## config.mk

```make
export PLATFORM = sky130hd
export DESIGN_NAME = amgc_ctrl
export DESIGN_NICKNAME = d
export VERILOG_FILES = /design/src/hw/amgc_pkg.sv /design/src/hw/amgc_route.sv /design/src/hw/amgc_ctrl.sv
export VERILOG_INCLUDE_DIRS = /design/src /design/src/hw
export SDC_FILE = /design/constraint.sdc
export NUM_CORES = 1
export LEC_CHECK = 0
export BUFFER_PORTS_ARGS = -buffer_cell sky130_fd_sc_hd__buf_2
export CAP_MARGIN = 20
export CORE_MARGIN = 2
export CORE_UTILIZATION = 48
export CTS_BUF_LIST = sky130_fd_sc_hd__clkbuf_4 sky130_fd_sc_hd__clkbuf_8 sky130_fd_sc_hd__clkbuf_16
export DETAILED_ROUTE_END_ITERATION = 8
export PLACE_DENSITY = 0.75
export SYNTH_ARGS = -nofsm -noshare
export SYNTH_HDL_FRONTEND = slang
export SYNTH_SLANG_ARGS = --single-unit
```

## constraint.sdc

```tcl
create_clock -name sys_clk -period 1.3 [get_ports sys_clk]
set_input_delay 0 -clock sys_clk [delete_from_list [all_inputs] [get_ports sys_clk]]
set_output_delay 0 -clock sys_clk [all_outputs]
set_load 0.02 [all_outputs]
```

## src/hw/amgc_defines.svh

```systemverilog
// register offsets, field positions, reset values and codes for the input selector control
`ifndef AMGC_DEFINES_SVH
`define AMGC_DEFINES_SVH

`define AMGC_ADDR_W 3
`define AMGC_OFF_CTRL 3'h0
`define AMGC_OFF_CFG 3'h1
`define AMGC_OFF_PAIR 3'h2
`define AMGC_OFF_CHSEL 3'h3
`define AMGC_OFF_PINSEL 3'h4
`define AMGC_OFF_STATUS 3'h5
`define AMGC_OFF_RESULT_LO 3'h6
`define AMGC_OFF_RESULT_HI 3'h7

`define AMGC_CTRL_EN_BIT 7
`define AMGC_CFG_GAIN_LSB 0
`define AMGC_PAIR_AIN01_BIT 0
`define AMGC_PAIR_AIN23_BIT 1
`define AMGC_PAIR_HV2C_BIT 2
`define AMGC_PAIR_P3_BIT 3
`define AMGC_PAIR_MASK 8'h0F

`define AMGC_RST_CTRL 8'h00
`define AMGC_RST_CFG 8'h06
`define AMGC_RST_PAIR 8'h00
`define AMGC_RST_CHSEL 8'h00
`define AMGC_RST_PINSEL 8'h00

`define AMGC_GAIN_1 3'h6
`define AMGC_GAIN_2 3'h1
`define AMGC_GAIN_4 3'h2
`define AMGC_GAIN_8 3'h3
`define AMGC_GAIN_16 3'h4
`define AMGC_GAIN_HALF 3'h0

`endif

```

## src/hw/amgc_pkg.sv

```systemverilog
// types shared by the input selector control files
`default_nettype none
package amgc_pkg;
    typedef enum logic [3:0] {
        AMGC_SRC_AIN0, AMGC_SRC_AIN1, AMGC_SRC_AIN2, AMGC_SRC_AIN3,
        AMGC_SRC_HIGH_VOLTAGE_DIFF_AMP, AMGC_SRC_AGND, AMGC_SRC_P3EVEN, AMGC_SRC_P3ODD,
        AMGC_SRC_TEMP
    } amgc_src_t;
    typedef struct packed {
        amgc_src_t pos_src;
        amgc_src_t neg_src;
        logic diff;
        logic hv_ref_neg;
        logic twos_comp;
    } amgc_route_t;
    typedef struct packed {
        logic power_on;
        logic [2:0] gain_code;
        logic [7:0] p3_even_en;
        logic [7:0] p3_odd_en;
    } amgc_analog_t;
endpackage : amgc_pkg
`default_nettype wire

```

## src/hw/amgc_route.sv

```systemverilog
// channel route decode from channel select and pair configuration
`include "amgc_defines.svh"
`default_nettype none
module amgc_route (
    input wire logic [3:0] chan,
    input wire logic [3:0] pair_cfg,
    output amgc_pkg::amgc_route_t route
);
    import amgc_pkg::*;

    // -----------------------------------------
    // pair decode
    // -----------------------------------------
    wire logic pair01 = pair_cfg[`AMGC_PAIR_AIN01_BIT];
    wire logic pair23 = pair_cfg[`AMGC_PAIR_AIN23_BIT];
    wire logic hvdiff = pair_cfg[`AMGC_PAIR_HV2C_BIT];
    wire logic p3pair = pair_cfg[`AMGC_PAIR_P3_BIT];
    wire logic hi_code = chan[3];
    wire logic [2:0] lo = chan[2:0];

    // nine positions; a paired input routes as plus/minus of its pair
    always_comb begin
        route = '{pos_src: AMGC_SRC_AGND, neg_src: AMGC_SRC_AGND, diff: 1'b0,
                  hv_ref_neg: 1'b0, twos_comp: 1'b0};
        if (hi_code) begin
            route.pos_src = AMGC_SRC_TEMP;
        end else begin
            unique case (lo)
                3'd0, 3'd1: begin
                    if (pair01) begin
                        route.pos_src = AMGC_SRC_AIN0;
                        route.neg_src = AMGC_SRC_AIN1;
                        route.diff = 1'b1;
                    end else begin
                        route.pos_src = lo[0] ? AMGC_SRC_AIN1 : AMGC_SRC_AIN0;
                    end
                end
                3'd2, 3'd3: begin
                    if (pair23) begin
                        route.pos_src = AMGC_SRC_AIN2;
                        route.neg_src = AMGC_SRC_AIN3;
                        route.diff = 1'b1;
                    end else begin
                        route.pos_src = lo[0] ? AMGC_SRC_AIN3 : AMGC_SRC_AIN2;
                    end
                end
                3'd4, 3'd5: begin
                    if (hvdiff) begin
                        route.pos_src = AMGC_SRC_HIGH_VOLTAGE_DIFF_AMP;
                        route.hv_ref_neg = 1'b1;
                        route.diff = 1'b1;
                    end else begin
                        route.pos_src = lo[0] ? AMGC_SRC_AGND : AMGC_SRC_HIGH_VOLTAGE_DIFF_AMP;
                    end
                end
                default: begin
                    if (p3pair) begin
                        route.pos_src = AMGC_SRC_P3EVEN;
                        route.neg_src = AMGC_SRC_P3ODD;
                        route.diff = 1'b1;
                    end else begin
                        route.pos_src = lo[0] ? AMGC_SRC_P3ODD : AMGC_SRC_P3EVEN;
                    end
                end
            endcase
        end
        route.twos_comp = route.diff;
    end
endmodule // amgc_route
`default_nettype wire

```

## src/hw/amgc_ctrl.sv

```systemverilog
// register file and control outputs for the converter input selector and gain
`include "amgc_defines.svh"
`default_nettype none
module amgc_ctrl (
    input wire logic sys_clk,
    input wire logic arst_n,
    input wire logic [`AMGC_ADDR_W-1:0] reg_addr,
    input wire logic [7:0] reg_wdata,
    input wire logic reg_wr,
    input wire logic reg_rd,
    input wire logic [11:0] conv_result,
    input wire logic conv_done,
    output logic [7:0] reg_rdata,
    output amgc_pkg::amgc_route_t route_out,
    output amgc_pkg::amgc_analog_t analog_out
);
    import amgc_pkg::*;

    // -----------------------------------------
    // registers
    // -----------------------------------------
    logic [7:0] ctrl_reg;
    logic [7:0] cfg_reg;
    logic [3:0] pair_reg;
    logic [3:0] chsel_reg;
    logic [7:0] pinsel_reg;
    logic [11:0] result_reg;
    logic result_fmt;
    logic [7:0] next_rdata;
    amgc_route_t route_dec;

    // -----------------------------------------
    // write decode
    // -----------------------------------------
    wire logic wr_ctrl = reg_wr && reg_addr == `AMGC_OFF_CTRL;
    wire logic wr_cfg = reg_wr && reg_addr == `AMGC_OFF_CFG;
    wire logic wr_pair = reg_wr && reg_addr == `AMGC_OFF_PAIR;
    wire logic wr_chsel = reg_wr && reg_addr == `AMGC_OFF_CHSEL;
    wire logic wr_pinsel = reg_wr && reg_addr == `AMGC_OFF_PINSEL;
    wire logic enabled = ctrl_reg[`AMGC_CTRL_EN_BIT];

    // control and config registers
    always_ff @(posedge sys_clk or negedge arst_n) begin
        if (!arst_n) begin
            ctrl_reg <= `AMGC_RST_CTRL;
            cfg_reg <= `AMGC_RST_CFG;
        end else begin
            if (wr_ctrl) ctrl_reg <= reg_wdata;
            if (wr_cfg) cfg_reg <= reg_wdata;
        end
    end

    // selector registers, writable any time, cleared to zero by reset
    always_ff @(posedge sys_clk or negedge arst_n) begin
        if (!arst_n) begin
            pair_reg <= 4'h0;
            chsel_reg <= 4'h0;
            pinsel_reg <= `AMGC_RST_PINSEL;
        end else begin
            if (wr_pair) pair_reg <= reg_wdata[3:0];
            if (wr_chsel) chsel_reg <= reg_wdata[3:0];
            if (wr_pinsel) pinsel_reg <= reg_wdata;
        end
    end

    // -----------------------------------------
    // route decode
    // -----------------------------------------
    amgc_route u_route (
        .chan(chsel_reg),
        .pair_cfg(pair_reg),
        .route(route_dec)
    );

    // result capture; format tagged by route at completion
    always_ff @(posedge sys_clk or negedge arst_n) begin
        if (!arst_n) begin
            result_reg <= 12'h000;
            result_fmt <= 1'b0;
        end else if (conv_done && enabled) begin
            result_reg <= conv_result;
            result_fmt <= route_dec.twos_comp;
        end
    end

    // -----------------------------------------
    // read mux
    // -----------------------------------------
    always_comb begin
        next_rdata = 8'h00;
        unique case (reg_addr)
            `AMGC_OFF_CTRL: next_rdata = ctrl_reg;
            `AMGC_OFF_CFG: next_rdata = cfg_reg;
            `AMGC_OFF_PAIR: next_rdata = {4'h0, pair_reg};
            `AMGC_OFF_CHSEL: next_rdata = {4'h0, chsel_reg};
            `AMGC_OFF_PINSEL: next_rdata = pinsel_reg;
            `AMGC_OFF_STATUS: next_rdata = {6'h00, result_fmt, route_dec.diff};
            `AMGC_OFF_RESULT_LO: next_rdata = result_reg[7:0];
            `AMGC_OFF_RESULT_HI: next_rdata = {{4{result_fmt & result_reg[11]}},
                                               result_reg[11:8]};
        endcase
    end

    // read data one cycle after the strobe, zero otherwise
    always_ff @(posedge sys_clk or negedge arst_n) begin
        if (!arst_n) begin
            reg_rdata <= 8'h00;
        end else begin
            reg_rdata <= reg_rd ? next_rdata : 8'h00;
        end
    end

    // -----------------------------------------
    // analog control outputs
    // -----------------------------------------
    always_ff @(posedge sys_clk or negedge arst_n) begin
        if (!arst_n) begin
            route_out <= '{pos_src: AMGC_SRC_AIN0, neg_src: AMGC_SRC_AGND, diff: 1'b0,
                           hv_ref_neg: 1'b0, twos_comp: 1'b0};
            analog_out <= '{power_on: 1'b0, gain_code: `AMGC_GAIN_1,
                            p3_even_en: 8'h00, p3_odd_en: 8'h00};
        end else begin
            route_out <= route_dec;
            analog_out.power_on <= enabled;
            analog_out.gain_code <= cfg_reg[`AMGC_CFG_GAIN_LSB +: 3];
            analog_out.p3_even_en <= pinsel_reg & 8'h55;
            analog_out.p3_odd_en <= pinsel_reg & 8'hAA;
        end
    end

    // -----------------------------------------
    // assertions
    // -----------------------------------------
    a_power_follows_en: assert property (@(posedge sys_clk) disable iff (!arst_n)
        analog_out.power_on == $past(enabled))
        else $error("power does not follow enable");
    a_shutdown_hold: assert property (@(posedge sys_clk) disable iff (!arst_n)
        !enabled ##1 !enabled |-> !analog_out.power_on)
        else $error("power on while disabled");
    a_pair_upper_zero: assert property (@(posedge sys_clk) disable iff (!arst_n)
        reg_rd && reg_addr == `AMGC_OFF_PAIR |=> reg_rdata[7:4] == 4'h0)
        else $error("pair upper bits not zero");
    // a second config write right behind the first legally overrides it
    a_gain_tracks: assert property (@(posedge sys_clk) disable iff (!arst_n)
        wr_cfg ##1 !wr_cfg |=> analog_out.gain_code == $past(reg_wdata[2:0], 2))
        else $error("gain not applied");
    a_pair_write: assert property (@(posedge sys_clk) disable iff (!arst_n)
        wr_pair |=> pair_reg == $past(reg_wdata[3:0]))
        else $error("pair config not updated");
    a_p3_diff: assert property (@(posedge sys_clk) disable iff (!arst_n)
        pair_reg[3] && chsel_reg[3:1] == 3'b011 |->
        route_dec.pos_src == AMGC_SRC_P3EVEN && route_dec.neg_src == AMGC_SRC_P3ODD)
        else $error("port pair route wrong");
    a_ain01_diff: assert property (@(posedge sys_clk) disable iff (!arst_n)
        chsel_reg[3:1] == 3'b000 |-> route_dec.diff == pair_reg[0])
        else $error("input pair 0/1 route wrong");
    a_twos_fmt: assert property (@(posedge sys_clk) disable iff (!arst_n)
        conv_done && enabled |=> result_fmt == $past(route_dec.diff))
        else $error("result format wrong");
    a_pin_split: assert property (@(posedge sys_clk) disable iff (!arst_n)
        (analog_out.p3_even_en & analog_out.p3_odd_en) == 8'h00)
        else $error("even and odd pin sets overlap");
    a_hv_select: assert property (@(posedge sys_clk) disable iff (!arst_n)
        chsel_reg == 4'h4 |-> route_dec.pos_src == AMGC_SRC_HIGH_VOLTAGE_DIFF_AMP)
        else $error("hv amplifier not selected");

    c_enable_on: cover property (@(posedge sys_clk) disable iff (!arst_n) $rose(enabled));
    c_diff_conv: cover property (@(posedge sys_clk) disable iff (!arst_n)
        conv_done && enabled && route_dec.diff);
    c_temp_sel: cover property (@(posedge sys_clk) disable iff (!arst_n)
        route_dec.pos_src == AMGC_SRC_TEMP);
endmodule // amgc_ctrl
`default_nettype wire

```

==> run summary <==
Antenna-violating nets left = 0
Drt via density = 5.19
Switching share of power = 0.269
Crit path launch type = flop
Postcts setup bufs = 0
Fillers = 456
Hold Path Depth = 3
Worst EP arrival = 1.61 ns
Total chip power = 6.98 mW
Sequential share of the synthesized area = 0.605
Comb power frac = 0.219
Total Die Area = 0.00697 sq mm
Synth top area share = 0.561
Ratio of cells with drive above 1 in the final layout = 0.474
Warnings, synthesis = 0
Commonest cells post-synth = dfrtp_1 (68), mux2_2 (47), o21ai_0 (13)
Max_cap viols = 0
Max IR drop VDD = 1.23 mV
Power Density = 1740 mW/mm^2
Num Clock Sinks = 73
FF-to-FF End = reg_rdata[0]$_DFF_PN0_
Clk_lat worst skew = 0.35 ns
Largest net degree at the start of global routing = 74
Port bufs = 56
Total CTS buffers = 9
Rows = 28
Fin util = 0.666
Area contributors post-synth = dfrtp_1 (56%), mux2_2 (17%), dfstp_2 (4.3%), buf_4 (2.7%), mux2i_1 (2.6%)
CP Max Fanout = 2
Status = complete, but fails checks
Synthesized area per cell = 13.5 sq um
Final hold vios = 0
Worst path max stage delay = 0.40 ns
Reg clk slew, reported paths = 0.08 ns
Failing checks = setup timing
Netlist cell types = 34
Nets@finish = 352
CP Launch Point = chsel_reg[1]$_DFFE_PN0P_
Die extent in y = 83.5 um
Hold Path Sink = reg_rdata[0]$_DFF_PN0_
Ant diodes = 0
Root buffer cell = clkbuf_8
First-pass GRT wire length = 10700 um
Most frequent cell after synthesis = dfrtp_1
Max Slew Vio Count = 0
Hold Crit Class = in2reg
Int Pwr = 5.10 mW
Initial DRC Count = 103
Ports = 67
CP Class = reg2reg
Number of synthesized flops with an enable pin = 0
Pre-Repair DR Iteration Count = 4
Total grt overflow = 0
Worst-path cell chain = mux4_2, nand2b_1, or3_1, a41oi_2
Endpoints failing setup = 1
FF-to-FF path depth = 4
Psw = 1.88 mW
Htree depth = 3
Period utilisation layout = 1.03
RR Startpoint = chsel_reg[1]$_DFFE_PN0P_
Die X = 83.5 um
Synth Register Bits = 73
CP required = 1.57 ns
Final setup margin = -0.0369 ns
Async set or reset register ratio after synthesis = 1.00
Starting density of the core = 0.503
Final WL = 6540 um
HP Start = reg_addr[0]
Vias = 2096
Syn Inst Count = 224
Final min period = 1.34 ns
CP max stage cell = dfrtp_1
R2R Setup Slk = -0.04 ns
# DRC = 0
Initial antenna violation count = 0
Fmax = 748 MHz
Area delta synth->final = 32.4%
Critical Path Sink Type = flop
Leak pwr = 1.89 nW
Max clock buf depth = 2
Skew final = 0.00836 ns
Hpwl dp = 4340 um
Flop pwr share = 0.443
Gr usage total = 0.199
RSZ-0062 raised after global routing = yes
Syn Std Cell Area = 0.00303 sq mm
Clock power frac = 0.337
CTS tree = yes
Vias in the first global route = 2176
Placeable Area = 0.00603 sq mm
Post-synth top area cell = dfrtp_1
Top FF cell, synth = dfrtp_1
DR WL/cell = 16.2 um
GP Congestion = 0.800
-- cells in the final DEF, fill, tap and decap left out, types with 4 or more instances in the layout --
cell            n
clkbuf_8        9
nand2b_1        4
nor2_1         10
buf_2          56
mux2_2         47
mux2i_1         8
o21ai_0        12
nand2_1         6
a221oi_1        4
conb_1         10
dlygate4sd3_1  22
bufinv_16       4
nor2b_1         5
inv_1           5
buf_4          19
dfrtp_1        68
dfstp_2         5
-- what timing repair did --
item | 4_1_cts | 5_1_grt
gates resized for setup | 1 | 2
pin swaps | 0 | 2
hold buffers | 22 | 0
hold endpoints to repair | 125 | 0
cloned | 0 | 0
setup endpoints to repair | 2 | 4
-- power groups by stage --
stage	clock network, mW	logic, mW	registers (mW)
global placement	0	1.43	3.10
finish	2.35	1.53	3.09
global route	2.50	1.65	3.16
floorplan	0	0.730	3.28
CTS	2.38	1.52	3.09
detailed placement	0	1.46	3.13
-- logic make-up (layout without fill, tap and decap cells) --
group	count (synthesis)	after routing	synth area share
compound gates	28	28	0.0615
buf+inv	24	121	0.0450
simple gates	41	41	0.0768
other cells	2	10	0.00248
flops	73	73	0.605
mux	56	56	0.210
-- final cells by class --
cell class | instances | area (sq um) | share of cell area
multi-input combinational | 135 | 1100 | 0.274
clock inverter | 5 | 128 | 0.0318
timing repair buffer | 100 | 703 | 0.175
clock buffer | 11 | 139 | 0.0346
sequential | 73 | 1830 | 0.457
inverter | 5 | 18.8 | 0.00468
tap | 75 | 93.8 | 0.0234
-- worst max-delay path: cells and delay by family, from the launching register on --
kind            cells  cell delay [ns]
compound gates      1             0.12
simple gates        2             0.39
flops               1             0.40
mux                 1             0.36
-- layer usage --
metal / routed length [um] / vias to the layer above / GRT usage
met3: 307 / 14 / 0.0495
met5: 0 / - / 0
met4: 157 / 0 / 0.0836
met1: 2900 / 1046 / 0.257
li1: - / 966 / -
met2: 3170 / 70 / 0.321
-- per-stage QoR --
step                instance area [sq um]  setup TNS, ns  std cells  hold WS [ns]  setup slack, ns
finish                               4010        -0.0369        404        0.0413          -0.0369
global route                         4010         -0.130        404        0.0524          -0.0972
CTS                                  4000        -0.0508        404        0.0281          -0.0508
detailed placement                   3520        -0.0539        366        0.0610          -0.0473
global placement                     3520       -0.00994        366        0.0520         -0.00994
floorplan                            3060        -0.0437        232        -0.296          -0.0437
-- worst max-delay path by stage --
stage                              to  cells past startpoint
2_1_floorplan  reg_rdata[0]$_DFF_PN0_                      4
3_3_place_gp   reg_rdata[0]$_DFF_PN0_                      4
3_5_place_dp   reg_rdata[0]$_DFF_PN0_                      4
4_1_cts        reg_rdata[0]$_DFF_PN0_                      4
5_1_grt        reg_rdata[0]$_DFF_PN0_                      4
6_report       reg_rdata[0]$_DFF_PN0_                      4
(Power assumes the default switching activity.)
